File: config.mk
export PLATFORM = sky130hd
export DESIGN_NAME = alex_core
export DESIGN_NICKNAME = d
export VERILOG_FILES = /design/src/rtl/alex_pkg.sv /design/src/rtl/alex_regfile.sv /design/src/rtl/alex_core.sv
export SDC_FILE = /design/constraint.sdc
export NUM_CORES = 1
export LEC_CHECK = 0
export ABC_AREA = 1
export BUFFER_PORTS_ARGS = -buffer_cell sky130_fd_sc_hd__clkbuf_2
export CELL_PAD_IN_SITES_DETAIL_PLACEMENT = 0
export CELL_PAD_IN_SITES_GLOBAL_PLACEMENT = 2
export CORE_MARGIN = 3
export CORE_UTILIZATION = 42
export DETAILED_ROUTE_END_ITERATION = 8
export GPL_TIMING_DRIVEN = 0
export PLACE_DENSITY_LB_ADDON = 0.1
export SKIP_LAST_GASP = 1
export SLEW_MARGIN = 20
export SYNTH_ARGS = -nofsm -noshare
export SYNTH_HDL_FRONTEND = slang
export SYNTH_SLANG_ARGS = --single-unit
File: constraint.sdc
create_clock -name CLK -period 8.3 [get_ports CLK]
set_input_delay 1.66 -clock CLK [delete_from_list [all_inputs] [get_ports CLK]]
set_output_delay 1.66 -clock CLK [all_outputs]
set_load 0.01 [all_outputs]
File: src/rtl/alex_pkg.sv
// shared constants and types of the alu execution block
package alex_pkg;
	localparam int ADDR_W = 8;

	// register byte offsets
	localparam logic [7:0] OFS_CMD = 8'h00;
	localparam logic [7:0] OFS_OPER = 8'h04;
	localparam logic [7:0] OFS_OFFSET = 8'h08;
	localparam logic [7:0] OFS_PC = 8'h0c;
	localparam logic [7:0] OFS_FLAGS = 8'h10;
	localparam logic [7:0] OFS_STATUS = 8'h14;
	localparam logic [7:0] OFS_REGWR = 8'h18;
	localparam logic [7:0] OFS_PEEK = 8'h1c;

	// field positions
	localparam int OPER_DEST_LSB = 0;
	localparam int OPER_SRC_LSB = 8;
	localparam int OPER_IMM_LSB = 16;
	localparam int REG_IDX_LSB = 8;
	localparam int STAT_RES_LSB = 8;

	// reset values
	localparam logic [15:0] PC_RST = 16'h0000;
	localparam logic [5:0] FLAGS_RST = 6'h00;

	localparam logic [1:0] RESP_OKAY = 2'h0;
	localparam logic [1:0] RESP_SLVERR = 2'h2;

	// pointer pair used by the indirect jump and call
	localparam logic [4:0] Z_LO_IDX = 5'h1e;
	localparam logic [4:0] Z_HI_IDX = 5'h1f;

	// operation codes
	localparam logic [4:0] OP_ADD = 5'h00;
	localparam logic [4:0] OP_ADC = 5'h01;
	localparam logic [4:0] OP_ADDW = 5'h02;
	localparam logic [4:0] OP_SUB = 5'h03;
	localparam logic [4:0] OP_SUBK = 5'h04;
	localparam logic [4:0] OP_SUBW = 5'h05;
	localparam logic [4:0] OP_SBC = 5'h06;
	localparam logic [4:0] OP_SBCK = 5'h07;
	localparam logic [4:0] OP_AND = 5'h08;
	localparam logic [4:0] OP_ANDK = 5'h09;
	localparam logic [4:0] OP_OR = 5'h0a;
	localparam logic [4:0] OP_ORK = 5'h0b;
	localparam logic [4:0] OP_XOR = 5'h0c;
	localparam logic [4:0] OP_ONES = 5'h0d;
	localparam logic [4:0] OP_NEG = 5'h0e;
	localparam logic [4:0] OP_SETB = 5'h0f;
	localparam logic [4:0] OP_CLRB = 5'h10;
	localparam logic [4:0] OP_INC = 5'h11;
	localparam logic [4:0] OP_DEC = 5'h12;
	localparam logic [4:0] OP_TEST = 5'h13;
	localparam logic [4:0] OP_CLR = 5'h14;
	localparam logic [4:0] OP_SETR = 5'h15;
	localparam logic [4:0] OP_JREL = 5'h16;
	localparam logic [4:0] OP_JIND = 5'h17;
	localparam logic [4:0] OP_CREL = 5'h18;
	localparam logic [4:0] OP_CIND = 5'h19;
	localparam logic [4:0] OP_LAST = OP_CIND;

	// flag update masks, bit order h s v n z c
	localparam logic [5:0] FM_ARITH = 6'h2f;
	localparam logic [5:0] FM_WORD = 6'h1f;
	localparam logic [5:0] FM_LOGIC = 6'h0e;
	localparam logic [5:0] FM_ONES = 6'h0f;
	localparam logic [5:0] FM_NONE = 6'h00;

	// execution cycle counts
	localparam int CYC_WORD = 2;
	localparam int CYC_JUMP = 2;
	localparam int CYC_CALL = 3;

	typedef enum logic [3:0] {
		ST_IDLE = 4'h1,
		ST_FETCH = 4'h2,
		ST_EXEC = 4'h4,
		ST_WAIT = 4'h8
	} alex_state_e;

	typedef struct packed {
		logic h;
		logic s;
		logic v;
		logic n;
		logic z;
		logic c;
	} alex_flags_s;

	typedef struct packed {
		logic [7:0] imm;
		logic [4:0] src;
		logic [4:0] dest;
	} alex_operands_s;

	function automatic logic [31:0] merge_strb(input logic [31:0] cur,
		input logic [31:0] wd, input logic [3:0] strb);
		logic [31:0] m;
		m = {{8{strb[3]}}, {8{strb[2]}}, {8{strb[1]}}, {8{strb[0]}}};
		return (cur & ~m) | (wd & m);
	endfunction
endpackage

File: src/rtl/alex_regfile.sv
// working register file, 32 bytes, two registered read ports
`timescale 1ns/1ps
`default_nettype none
module alex_regfile (
	input wire logic clk,
	input wire logic rst_n,
	input wire logic [4:0] addr_a,
	input wire logic [4:0] addr_b,
	output logic [7:0] rd_a,
	output logic [7:0] rd_b,
	input wire logic we,
	input wire logic [4:0] waddr,
	input wire logic [7:0] wdata
);
	logic [7:0] mem [0:31];

	always_ff @(posedge clk) begin
		if (we) begin
			mem[waddr] <= wdata;
		end
	end

	// read data lag the address by one edge; old data on a same-edge write
	always_ff @(posedge clk or negedge rst_n) begin
		if (!rst_n) begin
			rd_a <= 8'h00;
			rd_b <= 8'h00;
		end else begin
			rd_a <= mem[addr_a];
			rd_b <= mem[addr_b];
		end
	end
endmodule // alex_regfile
`default_nettype wire

File: src/rtl/alex_core.sv
// alu execution block with register file and axi4-lite control
`timescale 1ns/1ps
`default_nettype none
module alex_core (
	input wire logic CLK,
	input wire logic RST_N,
	input wire logic [alex_pkg::ADDR_W-1:0] AWADDR,
	input wire logic AWVALID,
	output logic AWREADY,
	input wire logic [31:0] WDATA,
	input wire logic [3:0] WSTRB,
	input wire logic WVALID,
	output logic WREADY,
	output logic [1:0] BRESP,
	output logic BVALID,
	input wire logic BREADY,
	input wire logic [alex_pkg::ADDR_W-1:0] ARADDR,
	input wire logic ARVALID,
	output logic ARREADY,
	output logic [31:0] RDATA,
	output logic [1:0] RRESP,
	output logic RVALID,
	input wire logic RREADY
);
	alex_pkg::alex_state_e state;
	alex_pkg::alex_state_e next_state;
	alex_pkg::alex_operands_s opr;
	alex_pkg::alex_flags_s flags;
	logic [4:0] op;
	logic [11:0] offset;
	logic [15:0] pc;
	logic [1:0] cnt;
	logic [7:0] lo_res;
	logic lo_carry;
	logic [7:0] last_res;
	logic bad_op;
	logic [4:0] peek_idx;
	logic aw_held;
	logic w_held;
	logic [alex_pkg::ADDR_W-1:0] aw_addr;
	logic [31:0] w_data;
	logic [3:0] w_strb;
	logic [7:0] rd_a;
	logic [7:0] rd_b;

	wire idle = (state == alex_pkg::ST_IDLE);
	wire st_exec = (state == alex_pkg::ST_EXEC);
	wire st_wait = (state == alex_pkg::ST_WAIT);

	// operation decode
	wire o_add = (op == alex_pkg::OP_ADD);
	wire o_adc = (op == alex_pkg::OP_ADC);
	wire o_addw = (op == alex_pkg::OP_ADDW);
	wire o_sub = (op == alex_pkg::OP_SUB);
	wire o_subk = (op == alex_pkg::OP_SUBK);
	wire o_subw = (op == alex_pkg::OP_SUBW);
	wire o_sbc = (op == alex_pkg::OP_SBC);
	wire o_sbck = (op == alex_pkg::OP_SBCK);
	wire o_ones = (op == alex_pkg::OP_ONES);
	wire o_neg = (op == alex_pkg::OP_NEG);
	wire o_inc = (op == alex_pkg::OP_INC);
	wire o_dec = (op == alex_pkg::OP_DEC);
	wire o_test = (op == alex_pkg::OP_TEST);
	wire o_clr = (op == alex_pkg::OP_CLR);
	wire o_setr = (op == alex_pkg::OP_SETR);
	wire o_clrb = (op == alex_pkg::OP_CLRB);
	wire o_and = (op == alex_pkg::OP_AND) | (op == alex_pkg::OP_ANDK) | o_test;
	wire o_or = (op == alex_pkg::OP_OR) | (op == alex_pkg::OP_ORK)
		| (op == alex_pkg::OP_SETB);
	wire o_xor = (op == alex_pkg::OP_XOR) | o_clr;
	wire o_jrel = (op == alex_pkg::OP_JREL) | (op == alex_pkg::OP_CREL);
	wire o_jind = (op == alex_pkg::OP_JIND) | (op == alex_pkg::OP_CIND);
	wire o_call = (op == alex_pkg::OP_CREL) | (op == alex_pkg::OP_CIND);
	wire o_jump = o_jrel | o_jind;
	wire o_word = o_addw | o_subw;
	wire o_imm = o_subk | o_sbck | o_word | (op == alex_pkg::OP_ANDK)
		| (op == alex_pkg::OP_ORK) | (op == alex_pkg::OP_SETB) | o_clrb;
	wire o_subtr = o_sub | o_subk | o_subw | o_sbc | o_sbck | o_ones
		| o_neg | o_dec;
	wire o_arith = o_add | o_adc | o_subtr | o_inc | o_word;
	wire o_full = o_add | o_adc | o_sub | o_subk | o_sbc | o_sbck | o_neg;
	wire o_logic = o_and | o_or | o_xor | o_clrb | o_inc | o_dec;

	// register file addressing: peek while idle, operands while busy
	wire [4:0] dest_hi = opr.dest + 5'h01;
	wire [4:0] ra_addr = idle ? peek_idx
		: (o_jind ? alex_pkg::Z_LO_IDX : opr.dest);
	wire [4:0] rb_addr = o_jind ? alex_pkg::Z_HI_IDX
		: (o_word ? dest_hi : opr.src);

	// operand selection; second word cycle runs the upper byte
	// carry into upper byte
	wire [7:0] op_a = st_wait ? rd_b
		: (o_neg ? 8'h00 : (o_ones ? 8'hff : rd_a));
	wire [7:0] op_b = st_wait ? 8'h00
		: (o_imm ? opr.imm : ((o_inc | o_dec) ? 8'h01
		: ((o_neg | o_ones | o_test | o_clr) ? rd_a : rd_b)));
	wire op_cin = st_wait ? lo_carry : ((o_adc | o_sbc | o_sbck) & flags.c);

	wire [8:0] add_sum = {1'b0, op_a} + {1'b0, op_b} + {8'h00, op_cin};
	wire [8:0] sub_dif = {1'b0, op_a} - {1'b0, op_b} - {8'h00, op_cin};
	wire [8:0] arith = o_subtr ? sub_dif : add_sum;
	wire [7:0] r = arith[7:0];
	wire h_add = (op_a[3] & op_b[3]) | (op_b[3] & ~r[3]) | (~r[3] & op_a[3]);
	wire h_sub = (~op_a[3] & op_b[3]) | (op_b[3] & r[3]) | (r[3] & ~op_a[3]);
	wire v_add = (op_a[7] & op_b[7] & ~r[7]) | (~op_a[7] & ~op_b[7] & r[7]);
	wire v_sub = (op_a[7] & ~op_b[7] & ~r[7]) | (~op_a[7] & op_b[7] & r[7]);

	wire [7:0] logic_res = o_and ? (rd_a & op_b)
		: (o_or ? (rd_a | op_b)
		: (o_xor ? (rd_a ^ op_b)
		: (o_clrb ? (rd_a & ~opr.imm) : 8'hff)));
	wire [7:0] res8 = o_arith ? r : logic_res;

	// new flag values before masking
	alex_pkg::alex_flags_s new_flags;
	assign new_flags.c = o_ones | arith[8];
	assign new_flags.h = o_subtr ? h_sub : h_add;
	assign new_flags.v = (o_arith && !o_ones) ? (o_subtr ? v_sub : v_add)
		: 1'b0;
	assign new_flags.n = res8[7];
	assign new_flags.z = st_wait ? ((res8 == 8'h00) && (lo_res == 8'h00))
		: (res8 == 8'h00);
	assign new_flags.s = res8[7] ^ new_flags.v;

	// inc and dec leave carry alone
	wire [5:0] byte_mask = o_full ? alex_pkg::FM_ARITH
		: (o_ones ? alex_pkg::FM_ONES
		: (o_logic ? alex_pkg::FM_LOGIC : alex_pkg::FM_NONE));
	// word flags only on the final byte
	wire [5:0] flag_mask = st_wait ? (o_word ? alex_pkg::FM_WORD
		: alex_pkg::FM_NONE) : (st_exec && !o_word ? byte_mask
		: alex_pkg::FM_NONE);
	wire [5:0] upd_flags = (new_flags & flag_mask) | (flags & ~flag_mask);

	wire [15:0] rel_target = pc + {{4{offset[11]}}, offset} + 16'h0001;
	wire [15:0] ind_target = {rd_b, rd_a};

	// register file write arbitration; execution has the port while busy
	wire exe_we = (st_exec && !o_jump) || (st_wait && o_word);

	// bus write side
	wire wr_fire = aw_held & w_held & ~BVALID;
	wire sel_cmd = (aw_addr == alex_pkg::OFS_CMD);
	wire sel_oper = (aw_addr == alex_pkg::OFS_OPER);
	wire sel_ofs = (aw_addr == alex_pkg::OFS_OFFSET);
	wire sel_pc = (aw_addr == alex_pkg::OFS_PC);
	wire sel_flg = (aw_addr == alex_pkg::OFS_FLAGS);
	wire sel_stat = (aw_addr == alex_pkg::OFS_STATUS);
	wire sel_rw = (aw_addr == alex_pkg::OFS_REGWR);
	wire sel_peek = (aw_addr == alex_pkg::OFS_PEEK);
	wire wr_known = sel_cmd | sel_oper | sel_ofs | sel_pc | sel_flg
		| sel_stat | sel_rw | sel_peek;
	// state-steering registers are frozen while an operation runs
	wire wr_ok = wr_fire & idle;
	wire [31:0] wr_view = sel_cmd ? {27'h0, op}
		: (sel_oper ? {8'h00, opr.imm, 3'h0, opr.src, 3'h0, opr.dest}
		: (sel_ofs ? {20'h0, offset}
		: (sel_pc ? {16'h0, pc}
		: (sel_flg ? {26'h0, flags}
		: (sel_peek ? {19'h0, peek_idx, 8'h00} : 32'h0)))));
	wire [31:0] wr_val = alex_pkg::merge_strb(wr_view, w_data, w_strb);
	wire start = wr_ok & sel_cmd & w_strb[0];
	wire legal = (wr_val[4:0] <= alex_pkg::OP_LAST);
	wire host_we = wr_ok & sel_rw;

	wire rf_we = exe_we | host_we;
	wire [4:0] rf_waddr = exe_we ? (st_wait ? dest_hi : opr.dest)
		: wr_val[alex_pkg::REG_IDX_LSB +: 5];
	wire [7:0] rf_wdata = exe_we ? res8 : wr_val[7:0];

	// bus read side
	wire rd_take = ARVALID & ~RVALID;
	wire rsel_known = (ARADDR == alex_pkg::OFS_CMD)
		| (ARADDR == alex_pkg::OFS_OPER) | (ARADDR == alex_pkg::OFS_OFFSET)
		| (ARADDR == alex_pkg::OFS_PC) | (ARADDR == alex_pkg::OFS_FLAGS)
		| (ARADDR == alex_pkg::OFS_STATUS) | (ARADDR == alex_pkg::OFS_REGWR)
		| (ARADDR == alex_pkg::OFS_PEEK);
	wire [31:0] rd_view = (ARADDR == alex_pkg::OFS_CMD) ? {27'h0, op}
		: (ARADDR == alex_pkg::OFS_OPER)
		? {8'h00, opr.imm, 3'h0, opr.src, 3'h0, opr.dest}
		: (ARADDR == alex_pkg::OFS_OFFSET) ? {20'h0, offset}
		: (ARADDR == alex_pkg::OFS_PC) ? {16'h0, pc}
		: (ARADDR == alex_pkg::OFS_FLAGS) ? {26'h0, flags}
		: (ARADDR == alex_pkg::OFS_STATUS)
		? {16'h0, last_res, 6'h0, bad_op, ~idle}
		: (ARADDR == alex_pkg::OFS_PEEK) ? {19'h0, peek_idx, rd_a}
		: 32'h0;

	assign AWREADY = ~aw_held & ~BVALID;
	assign WREADY = ~w_held & ~BVALID;
	assign ARREADY = ~RVALID;

	alex_regfile u_regfile (
		.clk(CLK),
		.rst_n(RST_N),
		.addr_a(ra_addr),
		.addr_b(rb_addr),
		.rd_a(rd_a),
		.rd_b(rd_b),
		.we(rf_we),
		.waddr(rf_waddr),
		.wdata(rf_wdata)
	);

	// sequencing
	always_comb begin
		next_state = state;
		case (state)
			alex_pkg::ST_IDLE: begin
				if (start && legal) begin
					next_state = alex_pkg::ST_FETCH;
				end
			end
			alex_pkg::ST_FETCH: begin
				next_state = alex_pkg::ST_EXEC;
			end
			alex_pkg::ST_EXEC: begin
				if (o_word || o_jump) begin
					next_state = alex_pkg::ST_WAIT;
				end else begin
					next_state = alex_pkg::ST_IDLE;
				end
			end
			alex_pkg::ST_WAIT: begin
				if (cnt == 2'h0) begin
					next_state = alex_pkg::ST_IDLE;
				end
			end
			default: begin
				next_state = alex_pkg::ST_IDLE;
			end
		endcase
	end

	always_ff @(posedge CLK or negedge RST_N) begin
		if (!RST_N) begin
			state <= alex_pkg::ST_IDLE;
			cnt <= 2'h0;
		end else begin
			state <= next_state;
			if (st_exec) begin
				cnt <= o_call ? 2'(alex_pkg::CYC_CALL - 2)
					: 2'(alex_pkg::CYC_JUMP - 2);
			end else if (st_wait && cnt != 2'h0) begin
				cnt <= cnt - 2'h1;
			end
		end
	end

	// software-visible control registers
	always_ff @(posedge CLK or negedge RST_N) begin
		if (!RST_N) begin
			op <= alex_pkg::OP_ADD;
			opr <= '0;
			offset <= 12'h000;
			peek_idx <= 5'h00;
			bad_op <= 1'b0;
		end else begin
			if (start) begin
				op <= wr_val[4:0];
				bad_op <= ~legal;
			end
			if (wr_ok && sel_oper) begin
				opr.dest <= wr_val[alex_pkg::OPER_DEST_LSB +: 5];
				opr.src <= wr_val[alex_pkg::OPER_SRC_LSB +: 5];
				opr.imm <= wr_val[alex_pkg::OPER_IMM_LSB +: 8];
			end
			if (wr_ok && sel_ofs) begin
				offset <= wr_val[11:0];
			end
			if (wr_fire && sel_peek) begin
				peek_idx <= wr_val[alex_pkg::REG_IDX_LSB +: 5];
			end
		end
	end

	// program counter, flags and result capture
	always_ff @(posedge CLK or negedge RST_N) begin
		if (!RST_N) begin
			pc <= alex_pkg::PC_RST;
			flags <= alex_pkg::FLAGS_RST;
			lo_res <= 8'h00;
			lo_carry <= 1'b0;
			last_res <= 8'h00;
		end else begin
			if (st_exec && o_jump) begin
				pc <= o_jrel ? rel_target : ind_target;
			end else if (wr_ok && sel_pc) begin
				pc <= wr_val[15:0];
			end
			if (!idle) begin
				flags <= upd_flags;
			end else if (wr_ok && sel_flg) begin
				flags <= wr_val[5:0];
			end
			if (st_exec) begin
				lo_res <= res8;
				lo_carry <= arith[8];
			end
			if (exe_we) begin
				last_res <= res8;
			end
		end
	end

	// axi4-lite handshakes
	always_ff @(posedge CLK or negedge RST_N) begin
		if (!RST_N) begin
			aw_held <= 1'b0;
			w_held <= 1'b0;
			aw_addr <= '0;
			w_data <= 32'h0;
			w_strb <= 4'h0;
			BVALID <= 1'b0;
			BRESP <= alex_pkg::RESP_OKAY;
			RVALID <= 1'b0;
			RDATA <= 32'h0;
			RRESP <= alex_pkg::RESP_OKAY;
		end else begin
			if (AWVALID && AWREADY) begin
				aw_held <= 1'b1;
				aw_addr <= AWADDR;
			end else if (wr_fire) begin
				aw_held <= 1'b0;
			end
			if (WVALID && WREADY) begin
				w_held <= 1'b1;
				w_data <= WDATA;
				w_strb <= WSTRB;
			end else if (wr_fire) begin
				w_held <= 1'b0;
			end
			if (wr_fire) begin
				BVALID <= 1'b1;
				BRESP <= wr_known ? alex_pkg::RESP_OKAY
					: alex_pkg::RESP_SLVERR;
			end else if (BREADY) begin
				BVALID <= 1'b0;
			end
			if (rd_take) begin
				RVALID <= 1'b1;
				RDATA <= rd_view;
				RRESP <= rsel_known ? alex_pkg::RESP_OKAY
					: alex_pkg::RESP_SLVERR;
			end else if (RREADY) begin
				RVALID <= 1'b0;
			end
		end
	end
endmodule // alex_core
`default_nettype wire

==> impl_results.md <==
- Post-CTS Setup Inserts: 0
- Pins Over Slew Limit: 0
- Cell taking the most area after synthesis: edfxtp_1
- Port Buf Inserts: 80
- Hold_buf cts: 0
- NetSw: roughly 0.0033 W
- Post-synthesis sequential area ratio: about half
- Top cell type's share of synthesized area: 32.29%
- Setup violations, final: 0
- Aggregate global routing overflow: 0
- Max stage delay cell, worst path: nor3_1
- Most used DFF post-synth: edfxtp_1
- Vias: 21560
- Crit-path cells: buf_4 > nor2_1 > nand2_1 > nor2_1 > nor3_2 > nand2_1 > clkinv_1 > o21ai_0 > inv_1 > nor3_1 > ha_1 > ha_1 > nand2_1 > inv_1 > nand4_1 > o211ai_1 > and2_1 > o21ai_0 > nand2_1 > o21a_1 > or2_2 > nand2_2
- WP data arrival: 6.08 ns
- Clock buffer depth: 3
- Vias per cell: 5.807
- Routed length per placed instance: 25.04 µm
- Synth warn: 0
- Clock group share of total power: 29.3%
- Critical Path Source Type: flip-flop
- Max Clock Freq: 0.1734 GHz
- Minimum clock period: 5.766 ns
- Pwr Total: around 0.0083 W
- Synth cell types: 64
- Synth Instances: approximately 2800
- CORE AREA: 0.05563 mm²
- Share of post-route cells with drive strength above 1: about 12%
- EDFF count, synth: roughly 260
- Worst path max stage delay: 0.58 ns
- Slew HR: 24.95%
- Leak Pwr: ~11 nW
- First-pass GRT wire length: 136000 µm
- Clk root buf: clkbuf_16
- Sequential share of power: 34.4%
- Layout area overhead: 14.61%
- Final nets: about 3000
- Int Pwr: 0.004954 W
- Remaining DRCs: 0
- Synth area leaders: edfxtp_1, dfrtp_1, nand2_1
- DR iter-0 viols: 2079
- Final hold viol count: 0
- Row count: 86
- DRT Pass-1 Iters: 6
- Die Width: 244.1 µm
- Critical Path RT: 8.61 ns
- CTS tree: done
- Setup crit end kind: flip-flop
- Die extent in y: roughly 240 µm
- Worst-margin pin slew: 1.122 ns
- Placer Congestion: 0.9395
- Die Footprint: 0.05957 mm²
- Count leader, synth: nand2_1
- Logic pwr share: a little over a third
- Status: complete, no violations
- Total GRT Usage: ~31%
- Htree depth: 2
- Post-CTS sizing: 0
- Sw Ratio: 40.07%
- Crit-path most repeated cell: nand2_1
- Reg-to-reg slack, setup: between 2 and 3 ns
- Initial antenna violation count: 1
- Clock slew at reported path FFs: 0.06 ns
- Clock sinks: 423
- Register bit total from synthesis: 423
- Max_cap viols: 0
- Tcrit/Tclk final: 69.47%
- Worst Skew: 0.03514 ns
- IO Count: 100
- Hold Crit Class: flip-flop to flip-flop
- Mapped Area: 0.02380 mm²
- Max IR drop VDD: 0.1923 mV
- Power Density: 303.0 mW/mm²
- Crit path kind: flip-flop to flip-flop
- CTS buffer count: 50
- Most instantiated cells after synthesis: nand2_1, nor2_1, inv_1
- Vias in the first global route: 20580
- Final TNS setup: 0 ns
- Starting Density: 42.79%
- RSZ-0062 raised after global routing: false
- CP Max Fanout: 32
- Synth async-reset ratio: 39.48%
- Syn Area/Cell: 8.578 µm²
- Largest net degree at the start of global routing: between 60 and 70
- Final HPWL DP: 70010 µm
- Worst skew pair latency: 0.64 ns
- Detailed Route WL: slightly above 90000 µm
- Antenna Nets Post-Route: 0
==> worst paths after layout <==
path / cells past startpoint / to / start
max reg2reg: 22 / u_regfile.mem[23][6] / op[2]
min: 2 / RDATA[16] / RDATA[16]
max in group asynchronous: 2 / state[0] / RST_N
min reg2reg: 2 / RDATA[16] / RDATA[16]
min in group asynchronous: 1 / w_strb[2] / RST_N
max: 22 / u_regfile.mem[23][6] / op[2]
==> routing by layer <==
metal	wire, µm	vias to the layer above	part of all wire [%]	track usage, %
li1	-	9867	-	-
met1	37240	10420	40	39.38
met2	44390	1079	48	52.15
met3	6954	197	7.5	3.805
met4	4369	2	4.7	13.17
met5	12	-	0.013	0
==> registers in the layout, indices dropped and copies added (netlist names), 12 cells and up, named ones only <==
name	flops
opr	18
offset	12
RDATA	24
u_regfile.mem	256
pc	16
w_data	24
==> cell usage in the layout (no fill, tap or decap), drive strengths merged, types with 55 or more instances in the layout <==
cell / instances
nand2: 645
nor2: 290
inv: 281
o21ai: 262
edfxtp: 256
a21oi: 208
clkbuf: 199
dfrtp: 166
buf: 106
o211ai: 90
nand3: 76
o311ai: 69
ha: 55
==> through the flow <==
| stage | cell area, µm² | worst slack (ns) | instances | util, % | hold WS, ns |
|---|---|---|---|---|---|
| final | 27280 | 2.534 | 3713 | 49.04 | 0.4766 |
| after global routing | 27280 | 2.232 | 3712 | 49.04 | 0.4995 |
| after CTS | 27280 | 2.664 | 3712 | 49.04 | 0.4804 |
| after detailed placement | 25430 | 2.663 | 3619 | 45.71 | 0.4678 |
| after global placement | 25170 | 1.034 | 3612 | 45.25 | 0.4517 |
| after floorplan | 23840 | 3.741 | 2784 | - | 0.4386 |
==> logic make-up after synthesis <==
family,after synthesis,synth area share [%]
buffers and inverters,436,7.837
other,1,0.01575
xor gates and xnor gates,19,0.6991
adders and majority gates,60,3.311
muxes,21,0.9882
AOI/OAI and AO/OA,742,19.02
and+or+nand+nor,1073,18.27
DFF,423,49.86
==> power by group through the flow <==
stage / combinational [W] / sequential (W) / clock, W
finish: 0.00300 / 0.00284 / 0.00243
global route: 0.00323 / 0.00286 / 0.00254
CTS: 0.00296 / 0.00284 / 0.00246
detailed placement: 0.00295 / 0.00288 / 0
global placement: 0.00279 / 0.00292 / 0
floorplan: 0.00168 / 0.00279 / 0
==> critical path, delay by kind of cell (launching register included) <==
| kind | cells | cell delay [ns] |
|---|---|---|
| buffers and inverters | 4 | 0.53 |
| and+or+nand+nor | 12 | 2.94 |
| AOI/OAI and AO/OA | 4 | 0.79 |
| adders and majority gates | 2 | 0.80 |
| DFF | 1 | 0.36 |
==> area by class of cell <==
class                           count  area [µm²]
Sequential cell                   423       11870
Antenna cell                        1       2.502
Clock buffer                       65        1430
Buffer                            153       802.0
Multi-Input combinational cell   1925       10160
Tap cell                          748       935.9
Inverter                          283        1064
Clock inverter                     28       417.9
Fill cell                        5398       28350
Timing Repair Buffer               87       601.8
Power figures use the tool's default switching activity.
